==> src/rtl/scr_pkg.sv <==
// shared constants and types of the serial configuration register group
package scr_pkg;

  localparam int unsigned    ADDR_W            = 15;
  localparam int unsigned    INSTR_BITS        = 16;

  localparam logic [14:0]    ADDR_IF_SETUP     = 15'h000;
  localparam logic [14:0]    ADDR_POWER_MODE   = 15'h002;
  localparam logic [14:0]    ADDR_DEV_CLASS    = 15'h003;
  localparam logic [14:0]    ADDR_PART_ID_LO   = 15'h004;
  localparam logic [14:0]    ADDR_PART_ID_HI   = 15'h005;
  localparam logic [14:0]    ADDR_REVISION     = 15'h006;
  localparam logic [14:0]    ADDR_MAKER_LO     = 15'h00C;
  localparam logic [14:0]    ADDR_MAKER_HI     = 15'h00D;
  localparam logic [14:0]    ADDR_FREEZE       = 15'h010;

  localparam int unsigned    SOFT_RESET_BIT    = 7;
  localparam int unsigned    ADDR_ORDER_BIT    = 5;
  localparam int unsigned    FOUR_WIRE_BIT     = 4;
  localparam int unsigned    FREEZE_BIT        = 0;
  localparam int unsigned    POWER_DOWN_BIT    = 1;

  localparam logic [7:0]     IF_SETUP_RESET    = 8'h30;
  localparam logic [1:0]     POWER_MODE_RESET  = 2'h0;
  localparam logic           FREEZE_RESET      = 1'b0;

  localparam int unsigned    CLK_PERIOD_PS     = 5000;
  localparam int unsigned    SOFT_RESET_NS     = 750;
  // rounded up so the window never ends before the quiet time has passed
  localparam int unsigned    SOFT_RESET_CYCLES =
    (SOFT_RESET_NS * 1000 + CLK_PERIOD_PS - 1) / CLK_PERIOD_PS;

  typedef struct packed {
    logic sclk;
    logic csN;
    logic sdi;
  } scrPins_t;

  typedef enum logic [1:0] {
    ST_IDLE  = 2'b00,
    ST_INSTR = 2'b01,
    ST_DATA  = 2'b11,
    ST_RESET = 2'b10
  } scrState_t;

endpackage

==> src/rtl/scr_config_regs.sv <==
// standard configuration and identification registers behind a 4-wire serial port
`timescale 1ns/1ps
`default_nettype none
module scr_config_regs
  import scr_pkg::*;
#(
  parameter logic [3:0]  DEVICE_CLASS = 4'h5,     // arbitrary value
  parameter logic [15:0] PART_ID      = 16'h1234, // arbitrary value
  parameter logic [7:0]  REVISION     = 8'h01,    // arbitrary value
  parameter logic [15:0] MAKER_CODE   = 16'hABCD  // arbitrary value
) (
  input  wire logic               core_clk,
  input  wire logic               nrst,
  input  wire scr_pkg::scrPins_t  spiPins,
  output logic                    sdo,
  output logic                    sdoOe,
  output logic                    deviceResetReq,
  output logic                    powerDown,
  output logic                    addressOrderUp,
  output logic                    addressFreeze
);
  import scr_pkg::*;

  scrPins_t         pinsS;
  logic             sclkPrev;
  logic             csPrev;
  scrState_t        state;
  logic [4:0]       bitCnt;
  logic [14:0]      instrShift;
  logic [6:0]       wrShift;
  logic             isRead;
  logic [14:0]      addr;
  logic [7:0]       rdByte;
  logic [1:0]       powerMode;
  logic [7:0]       resetCnt;

  scr_sync #(
    .WIDTH (3)
  ) u_sync (
    .core_clk (core_clk),
    .nrst     (nrst),
    .asyncIn  (spiPins),
    .syncOut  (pinsS)
  );

  wire sclkRise   = pinsS.sclk & ~sclkPrev;
  wire sclkFall   = ~pinsS.sclk & sclkPrev;
  wire csFall     = csPrev & ~pinsS.csN;
  wire instrDone  = (state == ST_INSTR) && sclkRise && (bitCnt == 5'(INSTR_BITS - 1));
  wire byteDone   = (state == ST_DATA) && sclkRise && (bitCnt == 5'd7);
  wire [14:0] instrAddr = {instrShift[13:0], pinsS.sdi};

  // freeze overrides the stepping direction
  wire [14:0] nextAddr = addressFreeze  ? addr :
                         addressOrderUp ? 15'(addr + 15'h0001) :
                                          15'(addr - 15'h0001);

  wire        wrEn   = byteDone && !isRead;
  wire [7:0]  wrData = {wrShift, pinsS.sdi};
  wire        softHit = wrEn && (addr == ADDR_IF_SETUP) && wrData[SOFT_RESET_BIT];
  wire        regClear = !nrst || softHit;
  // counter runs from zero, so the window lasts exactly the full count
  wire        resetDone = (resetCnt == 8'(SOFT_RESET_CYCLES - 1));

  // only the writable fields have storage; fixed bits come from constants
  wire [7:0] ifSetupRead = {1'b0, 1'b0, addressOrderUp, 1'b1, 4'h0};

  wire [14:0] muxAddr = (state == ST_INSTR) ? instrAddr : nextAddr;
  wire [7:0]  muxData = (muxAddr == ADDR_IF_SETUP)   ? ifSetupRead :
                        (muxAddr == ADDR_POWER_MODE) ? {6'h00, powerMode} :
                        (muxAddr == ADDR_DEV_CLASS)  ? {4'h0, DEVICE_CLASS} :
                        (muxAddr == ADDR_PART_ID_LO) ? PART_ID[7:0] :
                        (muxAddr == ADDR_PART_ID_HI) ? PART_ID[15:8] :
                        (muxAddr == ADDR_REVISION)   ? REVISION :
                        (muxAddr == ADDR_MAKER_LO)   ? MAKER_CODE[7:0] :
                        (muxAddr == ADDR_MAKER_HI)   ? MAKER_CODE[15:8] :
                        (muxAddr == ADDR_FREEZE)     ? {7'h00, addressFreeze} :
                                                       8'h00;

  always_ff @(posedge core_clk) begin
    if (!nrst) begin
      sclkPrev <= 1'b0;
      // the synchroniser resets low, so no select edge counts until csN was seen high
      csPrev   <= 1'b0;
    end else begin
      sclkPrev <= pinsS.sclk;
      csPrev   <= pinsS.csN;
    end
  end

  // writable configuration; a soft reset returns it to defaults
  always_ff @(posedge core_clk) begin
    if (regClear) begin
      addressOrderUp <= IF_SETUP_RESET[ADDR_ORDER_BIT];
      powerMode      <= POWER_MODE_RESET;
      addressFreeze  <= FREEZE_RESET;
    end else if (wrEn && (addr == ADDR_IF_SETUP)) begin
      addressOrderUp <= wrData[ADDR_ORDER_BIT];
    end else if (wrEn && (addr == ADDR_POWER_MODE)) begin
      powerMode <= wrData[1:0];
    end else if (wrEn && (addr == ADDR_FREEZE)) begin
      addressFreeze <= wrData[FREEZE_BIT];
    end
  end

  // codes 2 and 3 both have bit 1 set; 0 and 1 stay at full power
  assign powerDown = powerMode[POWER_DOWN_BIT];

  always_ff @(posedge core_clk) begin
    if (!nrst) begin
      state <= ST_IDLE;
    end else if (softHit) begin
      state <= ST_RESET;
    end else if (pinsS.csN && (state != ST_RESET)) begin
      state <= ST_IDLE;
    end else begin
      case (state)
        ST_IDLE: begin
          // a frame must start with a fresh select edge, never mid-frame
          if (csFall) begin
            state <= ST_INSTR;
          end
        end
        ST_INSTR: begin
          if (instrDone) begin
            state <= ST_DATA;
          end
        end
        ST_DATA: begin
          state <= ST_DATA;
        end
        ST_RESET: begin
          // transactions during the reset window are dropped
          if (resetDone) begin
            state <= ST_IDLE;
          end
        end
        default: begin
          state <= ST_IDLE;
        end
      endcase
    end
  end

  always_ff @(posedge core_clk) begin
    if (!nrst || state != ST_RESET) begin
      resetCnt <= 8'h00;
    end else begin
      resetCnt <= 8'(resetCnt + 8'h01);
    end
  end

  assign deviceResetReq = (state == ST_RESET);

  always_ff @(posedge core_clk) begin
    if (!nrst || state == ST_IDLE || state == ST_RESET) begin
      bitCnt <= 5'h00;
    end else if (instrDone || byteDone) begin
      bitCnt <= 5'h00;
    end else if (sclkRise) begin
      bitCnt <= 5'(bitCnt + 5'h01);
    end
  end

  always_ff @(posedge core_clk) begin
    if (!nrst) begin
      instrShift <= 15'h0000;
      wrShift    <= 7'h00;
    end else if (sclkRise && state == ST_INSTR) begin
      instrShift <= instrAddr;
    end else if (sclkRise && state == ST_DATA) begin
      wrShift <= wrData[6:0];
    end
  end

  // address and read byte advance at each byte boundary
  always_ff @(posedge core_clk) begin
    if (!nrst) begin
      isRead <= 1'b0;
      addr   <= 15'h0000;
      rdByte <= 8'h00;
    end else if (instrDone) begin
      isRead <= instrShift[14];
      addr   <= instrAddr;
      rdByte <= muxData;
    end else if (byteDone) begin
      addr   <= nextAddr;
      rdByte <= muxData;
    end
  end

  // output bits change on the falling clock so the host samples them stable
  // clearing on the synced select rise keeps sdo low once the enable has dropped
  always_ff @(posedge core_clk) begin
    if (!nrst || state != ST_DATA || pinsS.csN) begin
      sdo <= 1'b0;
    end else if (sclkFall && isRead) begin
      sdo <= rdByte[3'(3'd7 - bitCnt[2:0])];
    end
  end

  // enable follows the state so it drops in the cycle sdo is cleared;
  // the short overlap after the select rises is harmless on a 4-wire bus
  assign sdoOe = (state == ST_DATA) && isRead;

endmodule
`default_nettype wire

==> src/rtl/scr_sync.sv <==
// two-flop synchroniser for a bundle of asynchronous pins
`timescale 1ns/1ps
`default_nettype none
module scr_sync #(
  parameter int unsigned WIDTH = 3
) (
  input  wire logic             core_clk,
  input  wire logic             nrst,
  input  wire logic [WIDTH-1:0] asyncIn,
  output logic      [WIDTH-1:0] syncOut
);
  logic [WIDTH-1:0] stage1;

  // stage1 is read only by syncOut
  always_ff @(posedge core_clk) begin
    if (!nrst) begin
      stage1  <= '0;
      syncOut <= '0;
    end else begin
      stage1  <= asyncIn;
      syncOut <= stage1;
    end
  end
endmodule
`default_nettype wire
==> config.mk <==
export PLATFORM = sky130hd
export DESIGN_NAME = scr_config_regs
export DESIGN_NICKNAME = d
export VERILOG_FILES = /design/src/rtl/scr_pkg.sv /design/src/rtl/scr_config_regs.sv /design/src/rtl/scr_sync.sv
export SDC_FILE = /design/constraint.sdc
export NUM_CORES = 1
export LEC_CHECK = 0
export ABC_AREA = 0
export BUFFER_PORTS_ARGS = -buffer_cell sky130_fd_sc_hd__buf_2
export CAP_MARGIN = 40
export CORE_ASPECT_RATIO = 0.6
export CORE_UTILIZATION = 40
export DETAILED_ROUTE_END_ITERATION = 10
export HOLD_SLACK_MARGIN = 0.1
export SYNTH_ARGS = -nofsm -noshare
export SYNTH_HDL_FRONTEND = slang
export SYNTH_SLANG_ARGS = --single-unit
==> constraint.sdc <==
create_clock -name core_clk -period 5.6 [get_ports core_clk]
set_input_delay 1.12 -clock core_clk [delete_from_list [all_inputs] [get_ports core_clk]]
set_output_delay 1.12 -clock core_clk [all_outputs]
set_load 0.02 [all_outputs]
# == Yosys cells after proc, flatten, opt, wreduce, memory -nomap -nowiden ==
# Cells that the tools add are included.
# totals
inputBits,5
ff_bits,74
output_inout_bits,6
wordCells,113
# classes
eq_ne,24
muxes,24
magnitude_cmp,1
bitwise,10
add_sub_neg,5
n_reduce_logical,32
# op_table
op,count
two-way mux 8 bit,10
two-way mux 15 bit,5
"== test 15 x 2 -> 1 bit, second input constant",3
"== test 15 x 3 -> 1 bit, second input constant",3
"== test 15 x 4 -> 1 bit, second input constant",2
"== test 15 x 5 -> 1 bit, second input constant",2
zero test 15 bit,2
"adder 15 x 1 -> 15 bit, second input constant",1
"subtractor 15 x 1 -> 15 bit, second input constant",1
logical AND 1 bit,12
two-way mux 2 bit,5
AND reduction 3 bit,3
"adder 8 x 1 -> 8 bit, second input constant",1
"== test 8 bit, second input constant",1
"inequality test 2 bit, second input constant",4
case mux 2 bit (4 select lines),1
logical OR 1 bit,7
inverter 1 bit,7
"adder 5 x 1 -> 5 bit, second input constant",1
"== test 5 x 3 -> 1 bit, second input constant",1
"== test 5 x 4 -> 1 bit, second input constant",1
"== test 2 bit, second input constant",2
"< comparator 3 x 4 -> 1 bit, second input constant",1
"inequality test 4 x 1 -> 1 bit, second input constant",1
14 further kinds,19

# == Longest topological paths before layout ==
# Gate-level depths: netlist of run 1.
# depth
ltp_word,16
mapped_depth,11

# == By module ==
# Synthesis of run 1 repeated with hierarchy kept, for this count alone.
# hier_totals
cells_unflattened,493
hier_area_um2,4124.0
# modules_own_cells
module,cells_per_inst,area_each_um2,instances
scr_config_regs,481,3966.3,1
scr_sync,12,157.7,1

# == Worst setup path before layout of run 1 ==
# No wires, ideal clock.
# synth_path
path_type,register to register
from,reg addressOrderUp
to,reg rdByte[1]
slack_ns,2.472
synth_period_minus_slack_ns,3.128
t_arrival_ns,3.058
t_required_ns,5.530
path_stages_with_launch,11
n_path_buf,0
cell_sequence,dfxtp_1 > inv_1 > fa_1 > a211oi_1 > o31ai_2 > xnor2_1 > o21ai_0 > or4_4 > o41ai_2 > nand2_2 > o21ai_1
# synth_via
elab_chain_len,14
word_cells_on_any_way,21
classes_between,eq/ne (7); mux (13); reduce/logical (1)
# synth_rtl
item,line,source
"start, declared",scr_config_regs.sv:19,"output logic addressOrderUp,"
"start signal, assigned",scr_config_regs.sv:94,addressOrderUp <= IF_SETUP_RESET[ADDR_ORDER_BIT];
"start signal, assigned",scr_config_regs.sv:98,addressOrderUp <= wrData[ADDR_ORDER_BIT];
two-way mux 15 bit (*),scr_config_regs.sv:55,addressOrderUp ? 15'(addr + 15'h0001) :
two-way mux 15 bit (*),scr_config_regs.sv:54,wire [14:0] nextAddr = addressFreeze ? addr :
two-way mux 15 bit (*),scr_config_regs.sv:68,wire [14:0] muxAddr = (state == ST_INSTR) ? instrAddr : nextAddr;
== test 15 x 4 -> 1 bit,scr_config_regs.sv:76,(muxAddr == ADDR_MAKER_HI) ? MAKER_CODE[15:8] :
two-way mux 8 bit,scr_config_regs.sv:76,
two-way mux 8 bit,scr_config_regs.sv:75,(muxAddr == ADDR_MAKER_LO) ? MAKER_CODE[7:0] :
two-way mux 8 bit,scr_config_regs.sv:74,(muxAddr == ADDR_REVISION) ? REVISION :
two-way mux 8 bit,scr_config_regs.sv:73,(muxAddr == ADDR_PART_ID_HI) ? PART_ID[15:8] :
two-way mux 8 bit,scr_config_regs.sv:72,(muxAddr == ADDR_PART_ID_LO) ? PART_ID[7:0] :
two-way mux 8 bit,scr_config_regs.sv:71,"(muxAddr == ADDR_DEV_CLASS) ? {4'h0, DEVICE_CLASS} :"
two-way mux 8 bit,scr_config_regs.sv:70,"(muxAddr == ADDR_POWER_MODE) ? {6'h00, powerMode} :"
two-way mux 8 bit (*),scr_config_regs.sv:69,wire [7:0] muxData = (muxAddr == ADDR_IF_SETUP) ? ifSetupRead :
two-way mux 8 bit,scr_config_regs.sv:186,end else if (byteDone) begin
two-way mux 8 bit (*),scr_config_regs.sv:182,end else if (instrDone) begin
"end signal, assigned",scr_config_regs.sv:185,rdByte <= muxData;
"end signal, assigned",scr_config_regs.sv:188,rdByte <= muxData;
"end, declared",scr_config_regs.sv:33,logic [7:0] rdByte;
# Every way passes the cells marked *; elsewhere a longest branch is shown, timed or not. The select of a mux whose other input is x is not followed.
# A chain may end at the register's enable or synchronous reset.

# == Final worst setup path of run 1 ==
# layout_path
from,reg addressOrderUp
to,reg rdByte[2]
# layout_via
elab_chain_len,13
word_cells_on_any_way,19
classes_between,eq/ne (6); mux (12); reduce/logical (1)
# layout_rtl
item,line
two-way mux 15 bit (*),scr_config_regs.sv:55
two-way mux 15 bit (*),scr_config_regs.sv:54
two-way mux 15 bit (*),scr_config_regs.sv:68
== test 15 x 4 -> 1 bit,scr_config_regs.sv:75
two-way mux 8 bit,scr_config_regs.sv:75
two-way mux 8 bit,scr_config_regs.sv:74
two-way mux 8 bit,scr_config_regs.sv:73
two-way mux 8 bit,scr_config_regs.sv:72
two-way mux 8 bit,scr_config_regs.sv:71
two-way mux 8 bit,scr_config_regs.sv:70
two-way mux 8 bit (*),scr_config_regs.sv:69
two-way mux 8 bit,scr_config_regs.sv:186
two-way mux 8 bit (*),scr_config_regs.sv:182
# Marks and branches as above.

==> results of run 1 <==
synthesized netlist by cell type (all sizes together), types with 8 or more instances:
library cell / number / area (um^2)
dfxtp: 73 / 1461
and2: 15 / 93.84
xor2: 10 / 87.58
a21oi: 17 / 85.08
a21boi: 31 / 232.7
nand2: 108 / 417.9
nor2: 39 / 146.4
ha: 17 / 212.7
nor4: 9 / 62.56
o21ai: 30 / 150.1
xnor2: 8 / 70.07
nand3: 13 / 65.06
clkbuf: 19 / 72.56
mux2i: 11 / 110.1
nor3: 9 / 45.04
logic make-up (layout without fill, tap and decap cells):
| kind of cell | Yosys count | count (layout) | share of synthesized area [%] |
|---|---|---|---|
| fa+ha+maj | 18 | 18 | 5.626 |
| mux | 13 | 13 | 3.479 |
| flops | 73 | 73 | 35.33 |
| simple gates | 228 | 228 | 26.50 |
| buf+inv | 28 | 35 | 2.843 |
| compound gates | 133 | 133 | 22.41 |
| xor+xnor | 18 | 18 | 3.811 |
metrics by stage:
step | hold slack [ps] | area (um^2) | setup slack, ps | instances | utilization (%)
floorplan | 411.9 | 4136 | 2472 | 511 | -
global placement | 417.5 | 4289 | 2268 | 637 | 43.11
detailed placement | 416.9 | 4297 | 2130 | 638 | 43.18
CTS | 431.1 | 4566 | 2106 | 653 | 45.89
global route | 452.1 | 4566 | 1729 | 653 | 45.89
finish | 431.5 | 4566 | 2034 | 653 | 45.89
cell usage in the layout (no fill, tap or decap), types with 11 or more instances in the layout:
master and instances:
nand3_1 13, and2_1 14, nand2_1 105, a21oi_1 17, o21ai_0 23, nor2_1 39
mux2i_1 11, ha_1 17, a21boi_0 31, dfxtp_1 73
registers in the layout, summed over array words and instances (netlist names):
register,count
bitCnt,5
addressFreeze,1
powerMode,2
isRead,1
csPrev,1
sdo,1
sclkPrev,1
addressOrderUp,1
addr,15
wrShift,7
u_sync.stage1,3
rdByte,7
u_sync.syncOut,3
state,2
instrShift,15
resetCnt,8
worst min-delay path by stage:
stage,startpoint,to,slack [ps],cells past startpoint
2_1_floorplan,u_sync.stage1[0]$_SDFF_PN0_,u_sync.syncOut[0]$_SDFF_PN0_,410,1
3_3_place_gp,u_sync.stage1[2]$_SDFF_PN0_,u_sync.syncOut[2]$_SDFF_PN0_,420,1
3_5_place_dp,u_sync.stage1[0]$_SDFF_PN0_,u_sync.syncOut[0]$_SDFF_PN0_,420,1
4_1_cts,u_sync.stage1[0]$_SDFF_PN0_,u_sync.syncOut[0]$_SDFF_PN0_,430,1
5_1_grt,u_sync.stage1[2]$_SDFF_PN0_,u_sync.syncOut[2]$_SDFF_PN0_,450,1
6_report,u_sync.stage1[2]$_SDFF_PN0_,u_sync.syncOut[2]$_SDFF_PN0_,430,1
layout make-up:
class | instances | area [um^2] | area share [%]
Timing Repair Buffer | 14 | 80.08 | 1.754
Clock buffer | 9 | 225.2 | 4.933
Multi-Input combinational cell | 410 | 2564 | 56.15
Tap cell | 135 | 168.9 | 3.700
Inverter | 6 | 22.52 | 0.4933
Clock inverter | 6 | 43.79 | 0.9592
Sequential cell | 73 | 1461 | 32.01
worst max-delay path, cell delays in order (launching register included):
cell	delay [ps]
dfxtp_1	410
inv_1	340
fa_1	560
a211oi_1	510
o31ai_2	240
xnor2_1	210
o21ai_0	150
or4_4	510
o41ai_2	240
nand2_2	170
o21ai_1	170
power by group:
group          switching [mW]  leakage (nW)  total (mW)  internal [mW]
sequential            0.00278         0.589       0.525          0.522
clock                   0.217         0.132       0.516          0.298
combinational          0.0125          1.03      0.0206        0.00809
total                   0.233          1.75        1.06          0.828
per-layer routing:
| metal | GRT usage (%) | share of wire, % | vias to the layer above |
|---|---|---|---|
| li1 | - | - | 1843 |
| met1 | 34.19 | 56 | 1715 |
| met2 | 26.20 | 35 | 114 |
| met3 | 4.994 | 8.2 | 6 |
| met4 | 5.341 | 0.55 | 0 |
| met5 | 0 | 0 | - |
==> run summary, run 1 <==
RSZ-0062 raised after global routing: false
Layout area overhead: 10.38%
Final period util: 63.68%
Final #Nets: 537
vias in the first global route: 3242
Netlist cell types: 66
power consumption: 1.061 mW
Syn Nets: 534
fin. max-slew vios: 0
Layout fillers: 1002
Leak Pwr: 1.747 nW
Synth Flop Type: dfxtp_1
setup TNS: 0 ps
antenna fix cells: 0
slew margin rel.: 45.73%
routed wire length: 10940 um
critical path startpoint: addressOrderUp$_SDFFE_PP1P_
Final setup viols: 0
worst r2r src: addressOrderUp$_SDFFE_PP1P_
Post-synth EDFFs: 0
min Tclk post-route: 3566 ps
CTS root buf: clkbuf_16
post-CTS sizing: 0
TritonCTS clock tree: built
total track usage: 21.07%
crit end category: register
Clock Skew: 5.353 ps
DRT Pass-1 Iters: 5
CTS Hold Bufs: 0
f_max: 280.4 MHz
I/O Buffers: 10
Crit path required time: 5850 ps
Synth Area per Inst: 8.095 um^2
GPL Wtd Cong: 0.9052
Synth Instances: 511
Post-DP HPWL: 8193 um
routed len/inst: 16.75 um
DR DRC count: 0
Critical Path Sink: rdByte[2]$_SDFFE_PN0P_
layout cell share with drive strength beyond 1: 8.880%
Post-synth ARST share: 0%
Post-CTS Repair Setup Buffers: 0
clock sink count: 73
CTS Buf Count: 9
VDD IR-drop max: 181.2 uV
mapped cell area: 0.004136 mm^2
# rows: 28
Longest Clk Path Bufs: 2
worst hold path type: register to register
Boundary Pins: 11
initial drt markers: 334
outcome: complete, no violations
hold violation count in the final report: 0
Clk pin slew, worst setup/hold paths: 60 ps
Via density: 5.632
core region area: 0.009950 mm^2
post-synthesis register bit count: 73
first-pass GRT wire length: 17300 um
via count: 3678
Crit Path Max Fanout: 16
Die Area: 0.01077 mm^2
antenna-violating nets left: 0
Slew @ Worst Pin: 807.2 ps
Syn. warnings: 0
CP Data Arrival Time: 3820 ps
R2R cell count: 10
initial antenna violation count: 0
r2r setup slk: 2030 ps
pin count of the biggest net entering global routing: 54
H-tree depth: 3
reg2reg end: rdByte[2]$_SDFFE_PN0P_
clock latency on the worst-skew pair: 330 ps
total gr overflow: 0
Die X: 133.3 um
Starting Density: 41.57%
Seq/Total Area, Yosys: 35.33%
Setup CP Type: register to register
number of max-cap violations: 0
CP Launch Type: register
chip height: 80.77 um
PD cells: 232.4 mW/mm^2
No activity file was read; power rests on OpenSTA's default activity.
==> inputs of run 2 (changes only) <==
Clock period 5.6 ns to 3.4 ns, I/O delays scaled along.
==> run 2 against run 1 <==
Compared with the run above: die area unchanged; worst hold slack better by 2.4 ps; worst setup slack worse by 1800 ps; critical endpoint unchanged; utilization up 0.77 points; sequential power up 65%; routed wire length up 1.5%.
==> run summary, run 2 (synthesis gave the netlist of run 1 again) <==
R2R cell count: 10 (unchanged)
Clk pwr share: 51.0% (was 48.6%)
Post-DP HPWL: 8227 um (was 8193 um)
Setup CP Type: register to register (unchanged)
post-CTS sizing: 0 (unchanged)
DR DRC count: 0 (unchanged)
Hold Path Cell Cnt: 1 (unchanged)
P_int: 1.439 mW (was 0.8284 mW)
Boundary Pins: 11 (unchanged)
chip height: 80.77 um (unchanged)
antenna-violating nets left: 0 (unchanged)
Clock Skew: 7.418 ps (was 5.353 ps)
crit end category: register (unchanged)
pin count of the biggest net entering global routing: 53 (was 54)
Layout area overhead: 12.22% (was 10.38%)
Combinational Power Share: 1.9% (about the same)
commonest non-fill, non-tap cells in the layout: nand2_1 (105), dfxtp_1 (73), nor2_1 (39) (unchanged)
worst hold start: u_sync.stage1[0]$_SDFF_PN0_ (was u_sync.stage1[2]$_SDFF_PN0_)
DRT Pass-1 Iters: 7 (was 5)
antenna fix cells: 0 (unchanged)
clock sink count: 73 (unchanged)
commonest non-fill, non-tap cell in the layout: nand2_1 (unchanged)
slew margin rel.: 48.72% (was 45.73%)
top flop regs: addr x15, instrShift x15, resetCnt x8 (unchanged)
vias in the first global route: 3308 (was 3242)
min Tclk post-route: 3134 ps (was 3566 ps)
total track usage: 21.62% (was 21.07%)
Seq pwr share: 47.1% (was 49.5%)
Final setup viols: 0 (unchanged)
Slew @ Worst Pin: 762.6 ps (was 807.2 ps)
hold violation count in the final report: 0 (unchanged)
setup TNS: 0 ps (unchanged)
CTS root buf: clkbuf_16 (unchanged)
VDD IR-drop max: 246.9 uV (was 181.2 uV)
initial antenna violation count: 0 (unchanged)
I/O Buffers: 10 (unchanged)
switching component of the power: 0.3965 mW (was 0.2327 mW)
final hold slack: 433.9 ps (was 431.5 ps)
reg2reg end: rdByte[2]$_SDFFE_PN0P_ (unchanged)
TritonCTS clock tree: built (unchanged)
first-pass GRT wire length: 17490 um (was 17300 um)
Starting Density: 41.57% (unchanged)
Final period util: 92.19% (was 63.68%)
PD cells: 395.5 mW/mm^2 (was 232.4 mW/mm^2)
Crit Path Max Fanout: 9 (was 16)
Final #Nets: 544 (was 537)
r2r setup slk: 270 ps (was 2030 ps)
fin. max-slew vios: 0 (unchanged)
CP Launch Type: register (unchanged)
Hold Path End: u_sync.syncOut[0]$_SDFF_PN0_ (was u_sync.syncOut[2]$_SDFF_PN0_)
critical path startpoint: addressOrderUp$_SDFFE_PP1P_ (unchanged)
total gr overflow: 0 (unchanged)
GPL Wtd Cong: 0.9080 (was 0.9052)
worst r2r src: addressOrderUp$_SDFFE_PP1P_ (unchanged)
outcome: complete, no violations (unchanged)
initial drt markers: 358 (was 334)
Longest Clk Path Bufs: 2 (unchanged)
# rows: 28 (unchanged)
RSZ-0062 raised after global routing: false (unchanged)
clock latency on the worst-skew pair: 340 ps (was 330 ps)
worst hold path type: register to register (unchanged)
layout cell share with drive strength beyond 1: 10.10% (was 8.880%)
Via density: 5.670 (was 5.632)
routed len/inst: 16.82 um (was 16.75 um)
f_max: 319.0 MHz (was 280.4 MHz)
routed wire length: 11100 um (was 10940 um)
Clk pin slew, worst setup/hold paths: 60 ps (about the same)
number of max-cap violations: 0 (unchanged)
Die Area: 0.01077 mm^2 (unchanged)
CTS Buf Count: 9 (unchanged)
Post-CTS Repair Setup Buffers: 0 (unchanged)
via count: 3742 (was 3678)
CTS Hold Bufs: 0 (unchanged)
Leak Pwr: 1.786 nW (was 1.747 nW)
switch share: 21.60% (was 21.93%)
core region area: 0.009950 mm^2 (unchanged)
H-tree depth: 3 (unchanged)
Crit path required time: 3670 ps (was 5850 ps)
CP Data Arrival Time: 3400 ps (was 3820 ps)
Die X: 133.3 um (unchanged)
[run 2: changes by cell type in the layout (fill, tap and decap cells not counted), sizes merged]
cell,before,now
clkinv,5,3
buf,14,21
bufinv,0,1
clkinvlp,1,2
[run 2: routing by layer]
| metal | wire (um) | global-route usage [%] |
|---|---|---|
| met1 | 5865 | 33.95 |
| met2 | 4010 | 26.98 |
| met3 | 1109 | 6.055 |
| met4 | 118 | 6.932 |
| met5 | 0 | 0 |
[run 2: power groups by stage]
stage | Sequential [mW] | Clock [mW] | Combinational, mW
final | 0.864 | 0.937 | 0.0344
after global routing | 0.864 | 0.992 | 0.0382
after CTS | 0.864 | 0.952 | 0.0346
after detailed placement | 0.883 | 0 | 0.0342
after global placement | 0.883 | 0 | 0.0342
after floorplan | 0.881 | 0 | 0.0256
[run 2: area by class of cell]
| cell class | instances | area (um^2) |
|---|---|---|
| fill | 990 | 5308 |
| timing repair buffer | 21 | 132.6 |
| inverter | 6 | 22.52 |
| clock buffer | 9 | 225.2 |
| tap | 135 | 168.9 |
| sequential | 73 | 1461 |
| multi-input combinational | 410 | 2564 |
| clock inverter | 6 | 67.56 |
[run 2: critical path: stages (launching register included)]
cell	delay, ps
dfxtp_1	320
inv_1	170
fa_1	520
a211oi_1	440
o31ai_2	230
xnor2_1	180
o21ai_0	130
or4_4	510
o41ai_2	230
nand2_2	170
o21ai_1	170
[run 2: through the flow]
stage	utilization, %	area (um^2)	worst slack, ps	total power, mW	instances
finish	46.65	4642	265.6	1.836	660
global route	46.65	4642	12.39	1.895	660
CTS	46.65	4642	272.5	1.851	660
floorplan	-	4136	272.0	0.9066	511
detailed placement	43.71	4349	294.4	0.9174	645
global placement	43.71	4349	420.9	0.9171	645
[run 2: how the worst max path moves through the flow]
stage | endpoint | slack, ps | cells past startpoint
3_5_place_dp | rdByte[2]$_SDFFE_PN0P_ | 290 | 10
4_1_cts | rdByte[2]$_SDFFE_PN0P_ | 270 | 10
6_report | rdByte[2]$_SDFFE_PN0P_ | 270 | 10
5_1_grt | rdByte[2]$_SDFFE_PN0P_ | 10 | 10
2_1_floorplan | rdByte[1]$_SDFFE_PN0P_ | 270 | 10
3_3_place_gp | rdByte[2]$_SDFFE_PN0P_ | 420 | 10
